### src/hw/ssc_consts.svh
`ifndef SSC_CONSTS_SVH
`define SSC_CONSTS_SVH

// Clock rate and master serial bus speeds, in their own units.
`define SSC_PCLK_KHZ        250000
`define SSC_SMB_FAST_KHZ    400
`define SSC_SMB_SLOW_KHZ    100
// Half period in pclk cycles, rounded up so the bus never runs too fast.
`define SSC_HALF_CNT(khz)   ((`SSC_PCLK_KHZ + 2 * (khz) - 1) / (2 * (khz)))

// Reference clock choices and the PLL feedback divider for each.
`define SSC_REF_LO_MHZ      100
`define SSC_REF_HI_MHZ      125
`define SSC_PLL_VCO_MHZ     2500
`define SSC_PLL_DIV_LO      8'(`SSC_PLL_VCO_MHZ / `SSC_REF_LO_MHZ)
`define SSC_PLL_DIV_HI      8'(`SSC_PLL_VCO_MHZ / `SSC_REF_HI_MHZ)

// Fixed address bits around the strapped ones.
`define SSC_EE_ADDR_BASE    7'h50
`define SSC_SLV_ADDR_BASE   7'h40
// Clocking mode codes whose ports take their own reference clock.
`define SSC_LOCAL_MODE_SET  8'hF0

// Port geometry.
`define SSC_PAIRS           8
`define SSC_PORTS           16
`define SSC_LANE_BITS       4
`define SSC_LANES_X8        4'h8
`define SSC_LANES_X4        4'h4
`define SSC_LANES_NONE      4'h0

// Pin function selection.
`define SSC_GPIO_COUNT      54
`define SSC_WORD_BITS       32
`define SSC_EN_WORDS        2
`define SSC_GPIO_WORDS      6
`define SSC_EN_TOP_BITS     (`SSC_GPIO_COUNT - `SSC_WORD_BITS)
`define SSC_SEL_TOP_BITS    (2 * `SSC_GPIO_COUNT - 3 * `SSC_WORD_BITS)

// Register byte offsets.
`define SSC_OFF_STATUS      12'h000
`define SSC_OFF_ADDRS       12'h004
`define SSC_OFF_PORTS       12'h008
`define SSC_OFF_GPIO        12'h010
`define SSC_OFF_GPIO_END    12'h028

// Field positions.
`define SSC_ST_VALID        0
`define SSC_ST_REF_HI       1
`define SSC_ST_SLOW         2
`define SSC_ST_MODE         4
`define SSC_ST_MERGED       8
`define SSC_AD_EE           0
`define SSC_AD_SLV          8
`define SSC_PT_LOCAL        0
`define SSC_PT_ENABLED      16

`endif

### src/hw/ssc_pkg.sv
package ssc_pkg;

	typedef enum logic [1:0] {st_in_reset, st_sample, st_hold} ssc_state_e;

	typedef logic [31:0] ssc_word_t;

endpackage

### src/hw/ssc_scl_divider.sv
`timescale 1ns/1ps
`default_nettype none
`include "ssc_consts.svh"

module ssc_scl_divider #(
	parameter int unsigned FAST_HALF = `SSC_HALF_CNT(`SSC_SMB_FAST_KHZ),
	parameter int unsigned SLOW_HALF = `SSC_HALF_CNT(`SSC_SMB_SLOW_KHZ),
	parameter int unsigned CW        = 12
) (
	// Clock and reset
	input  wire logic pclk,
	input  wire logic presetn,
	// Control
	input  wire logic run,
	input  wire logic slow,
	// Serial clock level
	output logic      scl
);

	logic [CW-1:0] cnt;
	wire  [CW-1:0] half_m1 = slow ? CW'(SLOW_HALF - 1) : CW'(FAST_HALF - 1);
	wire           at_end  = (cnt == half_m1);

	// The clock idles high so a stopped bus looks free to other masters.
	always_ff @(posedge pclk or negedge presetn)
	begin
		if (!presetn)
		begin
			cnt <= '0;
			scl <= 1'b1;
		end
		else if (!run)
		begin
			cnt <= '0;
			scl <= 1'b1;
		end
		else if (at_end)
		begin
			cnt <= '0;
			scl <= ~scl;
		end
		else
			cnt <= cnt + 1'b1;
	end
endmodule
`default_nettype wire

### src/hw/ssc_strap_decode.sv
// What this block does
// - Reference strap picks 100 or 125 MHz
// - Slow strap gives 100 kHz, else 400
// - Serial bus speed has no override path
// - EEPROM address bits 4:1 from straps
// - Slave answers only its strapped address
// - Each of 54 pins: GPIO or alternate
// - Merge straps active low, default merged
// - Low strap: even port becomes x8
// - High strap: both ports run as x4
// - Port clock used only in local mode
// - Three-bit strap picks port clocking mode
// - Fundamental reset clears settings and pin function words, not strap flops
`timescale 1ns/1ps
`default_nettype none
`include "ssc_consts.svh"

module ssc_strap_decode
	import ssc_pkg::*;
#(
	parameter logic [6:0] EE_ADDR_BASE   = `SSC_EE_ADDR_BASE,
	parameter logic [6:0] SLV_ADDR_BASE  = `SSC_SLV_ADDR_BASE,
	parameter logic [7:0] LOCAL_MODE_SET = `SSC_LOCAL_MODE_SET
) (
	// APB slave
	input  wire logic         pclk,
	input  wire logic         presetn,
	input  wire logic [11:0]  paddr,
	input  wire logic         psel,
	input  wire logic         penable,
	input  wire logic         pwrite,
	input  wire logic [31:0]  pwdata,
	input  wire logic [3:0]   pstrb,
	output logic      [31:0]  prdata,
	output logic              pready,
	output logic              pslverr,
	// Chip reset
	input  wire logic         fundamental_reset_n,
	// Configuration straps
	input  wire logic         ref_clock_freq_select,
	input  wire logic         eeprom_bus_slow_strap,
	input  wire logic [3:0]   eeprom_addr_strap,
	input  wire logic [3:0]   slave_mgmt_addr_strap,
	input  wire logic [2:0]   port_clocking_mode_strap,
	input  wire logic         merge_pair0_n,
	input  wire logic         merge_pair1_n,
	input  wire logic         merge_pair2_n,
	input  wire logic         merge_pair3_n,
	input  wire logic         merge_pair4_n,
	input  wire logic         merge_pair5_n,
	input  wire logic         merge_pair6_n,
	input  wire logic         merge_pair7_n,
	// Slave management address check
	input  wire logic [6:0]   slave_rx_addr,
	input  wire logic         slave_rx_addr_valid,
	output logic              slave_addr_hit,
	// Decoded settings
	output logic              cfg_valid,
	output logic              ref_clk_is_125,
	output logic      [7:0]   pll_fb_div,
	output logic              eeprom_bus_slow,
	output logic              eeprom_scl,
	output logic      [6:0]   eeprom_dev_addr,
	output logic      [6:0]   slave_dev_addr,
	output logic      [2:0]   port_clocking_mode,
	output logic      [7:0]   pair_merged,
	output logic      [15:0]  port_enabled,
	output logic      [15:0]  port_local_clk_sel,
	output logic      [63:0]  port_lane_count,
	// Pin function selection
	output logic      [53:0]  gpio_alt_en,
	output logic      [107:0] gpio_alt_sel
);

	function automatic logic mode_is_local(input logic [2:0] mode);
		return LOCAL_MODE_SET[mode];
	endfunction

	function automatic ssc_word_t gpio_word_mask(input logic [2:0] idx);
		int used;
		used = (int'(idx) < `SSC_EN_WORDS)
			? `SSC_GPIO_COUNT - `SSC_WORD_BITS * int'(idx)
			: 2 * `SSC_GPIO_COUNT - `SSC_WORD_BITS * (int'(idx) - `SSC_EN_WORDS);
		if (used >= `SSC_WORD_BITS)
			return '1;
		return 32'((64'd1 << used) - 64'd1);
	endfunction

	function automatic ssc_word_t strobe_merge(input ssc_word_t old_w, input ssc_word_t new_w,
		input logic [3:0] strb);
		ssc_word_t res;
		res = old_w;
		for (int b = 0; b < 4; b++)
			if (strb[b])
				res[b*8 +: 8] = new_w[b*8 +: 8];
		return res;
	endfunction

	// Strap capture and sequencing.
	ssc_state_e state;
	ssc_state_e next_state;
	logic       strap_ref_hi;
	logic       strap_slow;
	logic [3:0] strap_ee;
	logic [3:0] strap_slv;
	logic [2:0] strap_mode;
	logic [7:0] strap_merge_n;

	wire       fund_active = ~fundamental_reset_n;
	wire       capture     = (state == st_in_reset) && fundamental_reset_n;
	wire       do_sample   = (state == st_sample) && fundamental_reset_n;
	wire [7:0] merge_pins_n = {merge_pair7_n, merge_pair6_n, merge_pair5_n, merge_pair4_n,
		merge_pair3_n, merge_pair2_n, merge_pair1_n, merge_pair0_n};

	always_comb
	begin
		next_state = state;
		case (state)
			st_in_reset: next_state = fundamental_reset_n ? st_sample : st_in_reset;
			st_sample:   next_state = fund_active ? st_in_reset : st_hold;
			st_hold:     next_state = fund_active ? st_in_reset : st_hold;
			default:     next_state = st_in_reset;
		endcase
	end

	always_ff @(posedge pclk or negedge presetn)
	begin
		if (!presetn)
			state <= st_in_reset;
		else
			state <= next_state;
	end

	// Pins are read once, at the first edge after the chip reset lets go.
	always_ff @(posedge pclk or negedge presetn)
	begin
		if (!presetn)
		begin
			strap_ref_hi  <= 1'b0;
			strap_slow    <= 1'b0;
			strap_ee      <= '0;
			strap_slv     <= '0;
			strap_mode    <= '0;
			strap_merge_n <= '0;
		end
		else if (capture)
		begin
			strap_ref_hi  <= ref_clock_freq_select;
			strap_slow    <= eeprom_bus_slow_strap;
			strap_ee      <= eeprom_addr_strap;
			strap_slv     <= slave_mgmt_addr_strap;
			strap_mode    <= port_clocking_mode_strap;
			strap_merge_n <= merge_pins_n;
		end
	end

	// Per-port decode of merging and clock source.
	logic [7:0]  next_merged;
	logic [15:0] next_enabled;
	logic [15:0] next_local;
	logic [63:0] next_lanes;

	for (genvar g = 0; g < `SSC_PAIRS; g++)
	begin : g_pair
		assign next_merged[g]      = ~strap_merge_n[g];
		assign next_enabled[2*g]   = 1'b1;
		// An absorbed odd port lends its lanes 4..7 to the even port.
		assign next_enabled[2*g+1] = strap_merge_n[g];
		assign next_lanes[(2*g)*`SSC_LANE_BITS +: `SSC_LANE_BITS] =
			strap_merge_n[g] ? `SSC_LANES_X4 : `SSC_LANES_X8;
		assign next_lanes[(2*g+1)*`SSC_LANE_BITS +: `SSC_LANE_BITS] =
			strap_merge_n[g] ? `SSC_LANES_X4 : `SSC_LANES_NONE;
	end

	for (genvar p = 0; p < `SSC_PORTS; p++)
	begin : g_port
		assign next_local[p] = mode_is_local(strap_mode) & next_enabled[p];
	end

	// Settings are zero during chip reset and frozen once valid.
	// The chip reset is a plain synchronous clear, kept apart from the asynchronous one.
	always_ff @(posedge pclk or negedge presetn)
	begin
		if (!presetn)
		begin
			cfg_valid          <= 1'b0;
			ref_clk_is_125     <= 1'b0;
			pll_fb_div         <= '0;
			eeprom_bus_slow    <= 1'b0;
			eeprom_dev_addr    <= '0;
			slave_dev_addr     <= '0;
			port_clocking_mode <= '0;
			pair_merged        <= '0;
			port_enabled       <= '0;
			port_local_clk_sel <= '0;
			port_lane_count    <= '0;
		end
		else if (fund_active)
		begin
			cfg_valid          <= 1'b0;
			ref_clk_is_125     <= 1'b0;
			pll_fb_div         <= '0;
			eeprom_bus_slow    <= 1'b0;
			eeprom_dev_addr    <= '0;
			slave_dev_addr     <= '0;
			port_clocking_mode <= '0;
			pair_merged        <= '0;
			port_enabled       <= '0;
			port_local_clk_sel <= '0;
			port_lane_count    <= '0;
		end
		else if (do_sample)
		begin
			cfg_valid          <= 1'b1;
			ref_clk_is_125     <= strap_ref_hi;
			pll_fb_div         <= strap_ref_hi ? `SSC_PLL_DIV_HI : `SSC_PLL_DIV_LO;
			eeprom_bus_slow    <= strap_slow;
			eeprom_dev_addr    <= {EE_ADDR_BASE[6:5], strap_ee, EE_ADDR_BASE[0]};
			slave_dev_addr     <= {SLV_ADDR_BASE[6], strap_slv[3], SLV_ADDR_BASE[4],
				strap_slv[2:0], SLV_ADDR_BASE[0]};
			port_clocking_mode <= strap_mode;
			pair_merged        <= next_merged;
			port_enabled       <= next_enabled;
			port_local_clk_sel <= next_local;
			port_lane_count    <= next_lanes;
		end
	end

	always_ff @(posedge pclk or negedge presetn)
	begin
		if (!presetn)
			slave_addr_hit <= 1'b0;
		else
			slave_addr_hit <= cfg_valid && slave_rx_addr_valid &&
				(slave_rx_addr == slave_dev_addr);
	end

	// The speed input is wired from the decoded eeprom_bus_slow setting only; no register reaches it.
	ssc_scl_divider u_scl (
		.pclk    (pclk),
		.presetn (presetn),
		.run     (cfg_valid),
		.slow    (eeprom_bus_slow),
		.scl     (eeprom_scl)
	);

	// APB decode, one wait state per transfer.
	ssc_word_t gpio_cfg [`SSC_GPIO_WORDS];

	wire        access    = psel && penable && !pready;
	wire        xfer_done = psel && penable && pready;
	wire        hit_stat  = (paddr == `SSC_OFF_STATUS);
	wire        hit_addrs = (paddr == `SSC_OFF_ADDRS);
	wire        hit_ports = (paddr == `SSC_OFF_PORTS);
	wire        hit_gpio  = (paddr >= `SSC_OFF_GPIO) && (paddr < `SSC_OFF_GPIO_END) &&
		(paddr[1:0] == 2'h0);
	wire [11:0] gpio_off  = paddr - `SSC_OFF_GPIO;
	wire [2:0]  gpio_idx  = gpio_off[4:2];
	wire        mapped    = hit_stat || hit_addrs || hit_ports || hit_gpio;

	ssc_word_t stat_word;
	ssc_word_t addrs_word;
	ssc_word_t ports_word;
	ssc_word_t rd_word;

	always_comb
	begin
		stat_word                            = '0;
		stat_word[`SSC_ST_VALID]             = cfg_valid;
		stat_word[`SSC_ST_REF_HI]            = ref_clk_is_125;
		stat_word[`SSC_ST_SLOW]              = eeprom_bus_slow;
		stat_word[`SSC_ST_MODE +: 3]         = port_clocking_mode;
		stat_word[`SSC_ST_MERGED +: 8]       = pair_merged;
		addrs_word                           = '0;
		addrs_word[`SSC_AD_EE +: 7]          = eeprom_dev_addr;
		addrs_word[`SSC_AD_SLV +: 7]         = slave_dev_addr;
		ports_word                           = '0;
		ports_word[`SSC_PT_LOCAL +: 16]      = port_local_clk_sel;
		ports_word[`SSC_PT_ENABLED +: 16]    = port_enabled;
	end

	assign rd_word = hit_stat  ? stat_word  :
		hit_addrs ? addrs_word :
		hit_ports ? ports_word :
		hit_gpio  ? gpio_cfg[gpio_idx] : 32'h0000_0000;

	// Writes to the decoded settings are dropped without error.
	always_ff @(posedge pclk or negedge presetn)
	begin
		if (!presetn)
		begin
			pready  <= 1'b0;
			pslverr <= 1'b0;
			prdata  <= 32'h0000_0000;
		end
		else
		begin
			pready  <= access;
			pslverr <= access && !mapped;
			if (access)
				prdata <= pwrite ? 32'h0000_0000 : rd_word;
		end
	end

	for (genvar w = 0; w < `SSC_GPIO_WORDS; w++)
	begin : g_gpio
		wire wr_hit = xfer_done && pwrite && hit_gpio && (gpio_idx == 3'(w));

		always_ff @(posedge pclk or negedge presetn)
		begin
			if (!presetn)
				gpio_cfg[w] <= 32'h0000_0000;
			else if (fund_active)
				gpio_cfg[w] <= 32'h0000_0000;
			else if (wr_hit)
				gpio_cfg[w] <= strobe_merge(gpio_cfg[w], pwdata, pstrb) &
					gpio_word_mask(3'(w));
		end
	end

	assign gpio_alt_en  = {gpio_cfg[1][`SSC_EN_TOP_BITS-1:0], gpio_cfg[0]};
	assign gpio_alt_sel = {gpio_cfg[5][`SSC_SEL_TOP_BITS-1:0], gpio_cfg[4], gpio_cfg[3],
		gpio_cfg[2]};
endmodule
`default_nettype wire

### config.mk
export PLATFORM = sky130hd
export DESIGN_NAME = ssc_strap_decode
export DESIGN_NICKNAME = d
export VERILOG_FILES = /design/src/hw/ssc_pkg.sv /design/src/hw/ssc_scl_divider.sv /design/src/hw/ssc_strap_decode.sv
export VERILOG_INCLUDE_DIRS = /design/src /design/src/hw
export SDC_FILE = /design/constraint.sdc
export NUM_CORES = 1
export LEC_CHECK = 0
export BUFFER_PORTS_ARGS = -buffer_cell sky130_fd_sc_hd__buf_2
export CAP_MARGIN = 30
export CORE_ASPECT_RATIO = 2
export CORE_UTILIZATION = 53
export CTS_CLUSTER_DIAMETER = 200
export DETAILED_ROUTE_END_ITERATION = 16
export GPL_TIMING_DRIVEN = 0
export PLACE_DENSITY = 0.81
export SLEW_MARGIN = 20
export SYNTH_ARGS = -nofsm -noshare
export SYNTH_HDL_FRONTEND = slang
export SYNTH_SLANG_ARGS = --single-unit
### constraint.sdc
create_clock -name pclk -period 2.5 [get_ports pclk]
set_input_delay 0.125 -clock pclk [delete_from_list [all_inputs] [get_ports pclk]]
set_output_delay 0.125 -clock pclk [all_outputs]
set_load 0.02 [all_outputs]
==> out/results.ini <==
[outcome]
status=complete, no violations

[route]
drc=0
wl_microns=53110
first_iter_violations=1186
ant_nets=0
m1WireLength_microns=17160
vias=13340
highest_layer=met5
first_pass_iters=6
dr_wl_met2_microns=26300
wire_per_inst_microns=23.33
wl_met3_microns=4259
via_per_inst=5.859

[critical_path]
worstSetupEndpointType=flop
required_ns=2.92
timing_worst_setup_path_type=flop to flop
r2r_cells=5
path_max_fanout=8
crit_arrival_ns=2.91
cp-start-kind=flop
ff2ff_setup_slack_ns=0.009
r2r_end=gpio_alt_sel[88]
rr_startpoint=pready

[synthesis]
netlist_area_sq_um=14220
synthMuxAreaShare=0.09846
ys_warn_count=0
netlist-cell-type-count=62
yosys.area_share.simple=0.1849
synth_seq_cells=272
synthFlopType=dfrtp_1
yosysSeqAreaShare=0.4788
synth_xor_area_frac=0.009239
synthAdderAreaFrac=0.003520
synth_common_cells=294 x nand2_1, 271 x dfrtp_1, 139 x a21boi_0
synth_edf_count=0
synth_top_family_by_area=simple AND/OR/NAND/NOR gates
synth_top_cell_area_share=0.4769
synthArstFlopShare=1.000
synth_top_area_cell=dfrtp_1
synth_area_leaders=dfrtp_1 48%, nand2_1 7.8%, a21boi_0 7.3%
syn-instance-count=1416
syn_area_per_cell_sq_um=10.04
synth_compound_gate_area_share=0.1475
synth_most_common_cell=nand2_1

[layout]
drive_gt1_frac=0.3059
register_area_sq_um=6808
fillCellCount=2060
syn2layout_area_growth_pct=27.78
multi_input_area_sq_um=6518
fin_nets=2002

[power]
fin_total_pwr_w=0.01159
p_per_area_nw_per_um2=638.0
switching_power_w=0.003682
worst_ir_drop_vdd_mv=0.5072
sw_frac_of_total=0.3176
clockPowerShare=0.335
cell_internal_pwr_w=0.007910
seqPwrFrac=0.444
power_frac_comb=0.221
total_leakage_power_nw=8.950

[hold_path]
holdPathStages=4
hold_path_class=input port to flop
worstHoldStart=paddr[0]
worstHoldEndpoint=prdata[14]

[timing]
maxSlewHeadroom=0.3840
fin_crit_sh=0.9964
worst_slew_pin_slew_ns=0.9206
setup_viol=0
min_period_ns=2.491
hold_viol=0
fmax_ghz=0.4014
setup_tns_ns=0
fin_worst_skew_ns=0.02402
timing.hold.ws_ns=0.02522
final_max_slew_viol_count=0

[die]
initial_core_util=0.5412
core-area_sq_um=26280
io_pins=413
num_rows=84
die_w_microns=117.8
dieArea_sq_um=27530
die_h_microns=233.6

[place]
place.port_buffers=362
gp_congestion=0.9664
dpl.hpwl_microns=39570

[cts]
cts_inserted_buffers=25
clkSinkCount=272
cts.clk_slew.worst_paths_ns=0.07
clockRootBuffer=clkbuf_16
htree_levels=1
cts_tree=yes
worstSkewPairLatency_ns=0.56
clk_path_buf_depth=3

[grt]
grt_max_degree=98
overflow=0
track_usage=0.3838
antenna_found_initial=2
first_global_vias=13450
grt_pass1_wl_microns=78780

[run]
max_cap_violations=0

[through the flow]
step           instances  instance area (sq um)  setup slack [ns]    util
3_3_place_gp        2169                  16640            -3.566  0.6332
2_1_floorplan       1463                  14400            0.3674       -
6_report            2277                  18170          0.008993  0.6915
3_5_place_dp        2172                  16710           -0.2618  0.6360
5_1_grt             2276                  18170         -0.004729  0.6914
4_1_cts             2271                  18070          0.007811  0.6879
[kinds of logic after synthesis]
kind of cell	after synthesis
xor gates and xnor gates	15
DFF	272
muxes	127
adders and majority gates	4
and+or+nand+nor	514
AOI/OAI and AO/OA	290
other	1
buffers and inverters	193
[worst max-delay path, stage by stage, from the launching register on]
cell and delay [ns]:
dfrtp_1 0.39, nand4_1 0.19, nor4b_2 0.76, nand4_1 0.69, nand2_1 0.22, a21boi_0 0.11
[sequential cells by signal, indices dropped and copies added, names as in the netlist, 2 cells and up]
| register | cells |
|---|---|
| strap_ee | 4 |
| port_lane_count | 2 |
| port_enabled | 8 |
| strap_mode | 3 |
| eeprom_dev_addr | 4 |
| u_scl.cnt | 12 |
| gpio_alt_sel | 108 |
| slave_dev_addr | 4 |
| gpio_alt_en | 54 |
| port_clocking_mode | 2 |
| strap_merge_n | 8 |
| prdata | 32 |
| strap_slv | 4 |
| pll_fb_div | 2 |
| state | 2 |
| pair_merged | 7 |
| port_local_clk_sel | 9 |
[worst max path at each step]
stage              from                to  slack, ns
2_1_floorplan    pready   gpio_alt_en[16]       0.37
3_3_place_gp    presetn   gpio_alt_en[17]      -3.57
3_5_place_dp   paddr[2]         prdata[9]      -0.26
4_1_cts          pready  gpio_alt_sel[85]      0.008
5_1_grt          pready  gpio_alt_sel[71]     -0.005
6_report         pready  gpio_alt_sel[88]      0.009
[power by group through the flow]
stage	registers, W	logic, W	clock network, W
2_1_floorplan	0.00521	0.00144	0
3_3_place_gp	0.00519	0.00240	0
3_5_place_dp	0.00521	0.00246	0
4_1_cts	0.00513	0.00254	0.00388
5_1_grt	0.00517	0.00272	0.00405
6_report	0.00514	0.00256	0.00389
[cell type report]
cell class,count,share of cell area
Sequential cell,272,0.3747
Multi-Input combinational cell,998,0.3587
Timing Repair Buffer,429,0.1385
Buffer,175,0.05702
Clock buffer,35,0.03980
Tap cell,344,0.02369
Clock inverter,9,0.004545
Inverter,14,0.002892
Antenna cell,1,0.0001377
[timing repair]
item                                    in CTS  in global routing
resized for setup                            0                  4
hold buffers                                56                  0
endpoints found under the setup margin       7                 93
pin swaps                                    0                 11
cloned                                       0                  0
hold endpoints to repair                   267                  0
buffers inserted                             0                  7
[per-layer routing]
layer	vias up	track usage
met5	-	0
met2	879	0.6597
met3	295	0.07520
met1	6410	0.3971
li1	5753	-
met4	4	0.3393
[layout by cell type, fill, tap and decap left out, types with 7 or more instances in the layout]
cell / netlist / final
clkbuf_1: 62 / 62
o211a_1: 8 / 8
dlygate4sd3_1: 0 / 56
nor2_1: 46 / 46
a22o_1: 8 / 8
a22oi_1: 20 / 20
nand2b_1: 22 / 22
dfrtp_1: 271 / 271
xnor2_1: 8 / 8
buf_1: 9 / 9
xor2_1: 7 / 7
nor4_4: 14 / 16
mux4_2: 7 / 7
nand4_1: 11 / 11
o211ai_1: 16 / 16
mux2_2: 33 / 33
and2_1: 7 / 7
and3_1: 8 / 8
mux2i_1: 87 / 87
nand3_1: 19 / 19
buf_2: 13 / 373
or4_1: 13 / 13
buf_4: 94 / 101
a21oi_1: 31 / 31
nor2b_1: 51 / 51
o21ai_0: 25 / 25
conb_1: 1 / 48
nand2_1: 294 / 294
clkbuf_16: 0 / 25
a21boi_0: 139 / 139
inv_1: 14 / 14
Note: power is estimated with default switching activity, not from simulation.
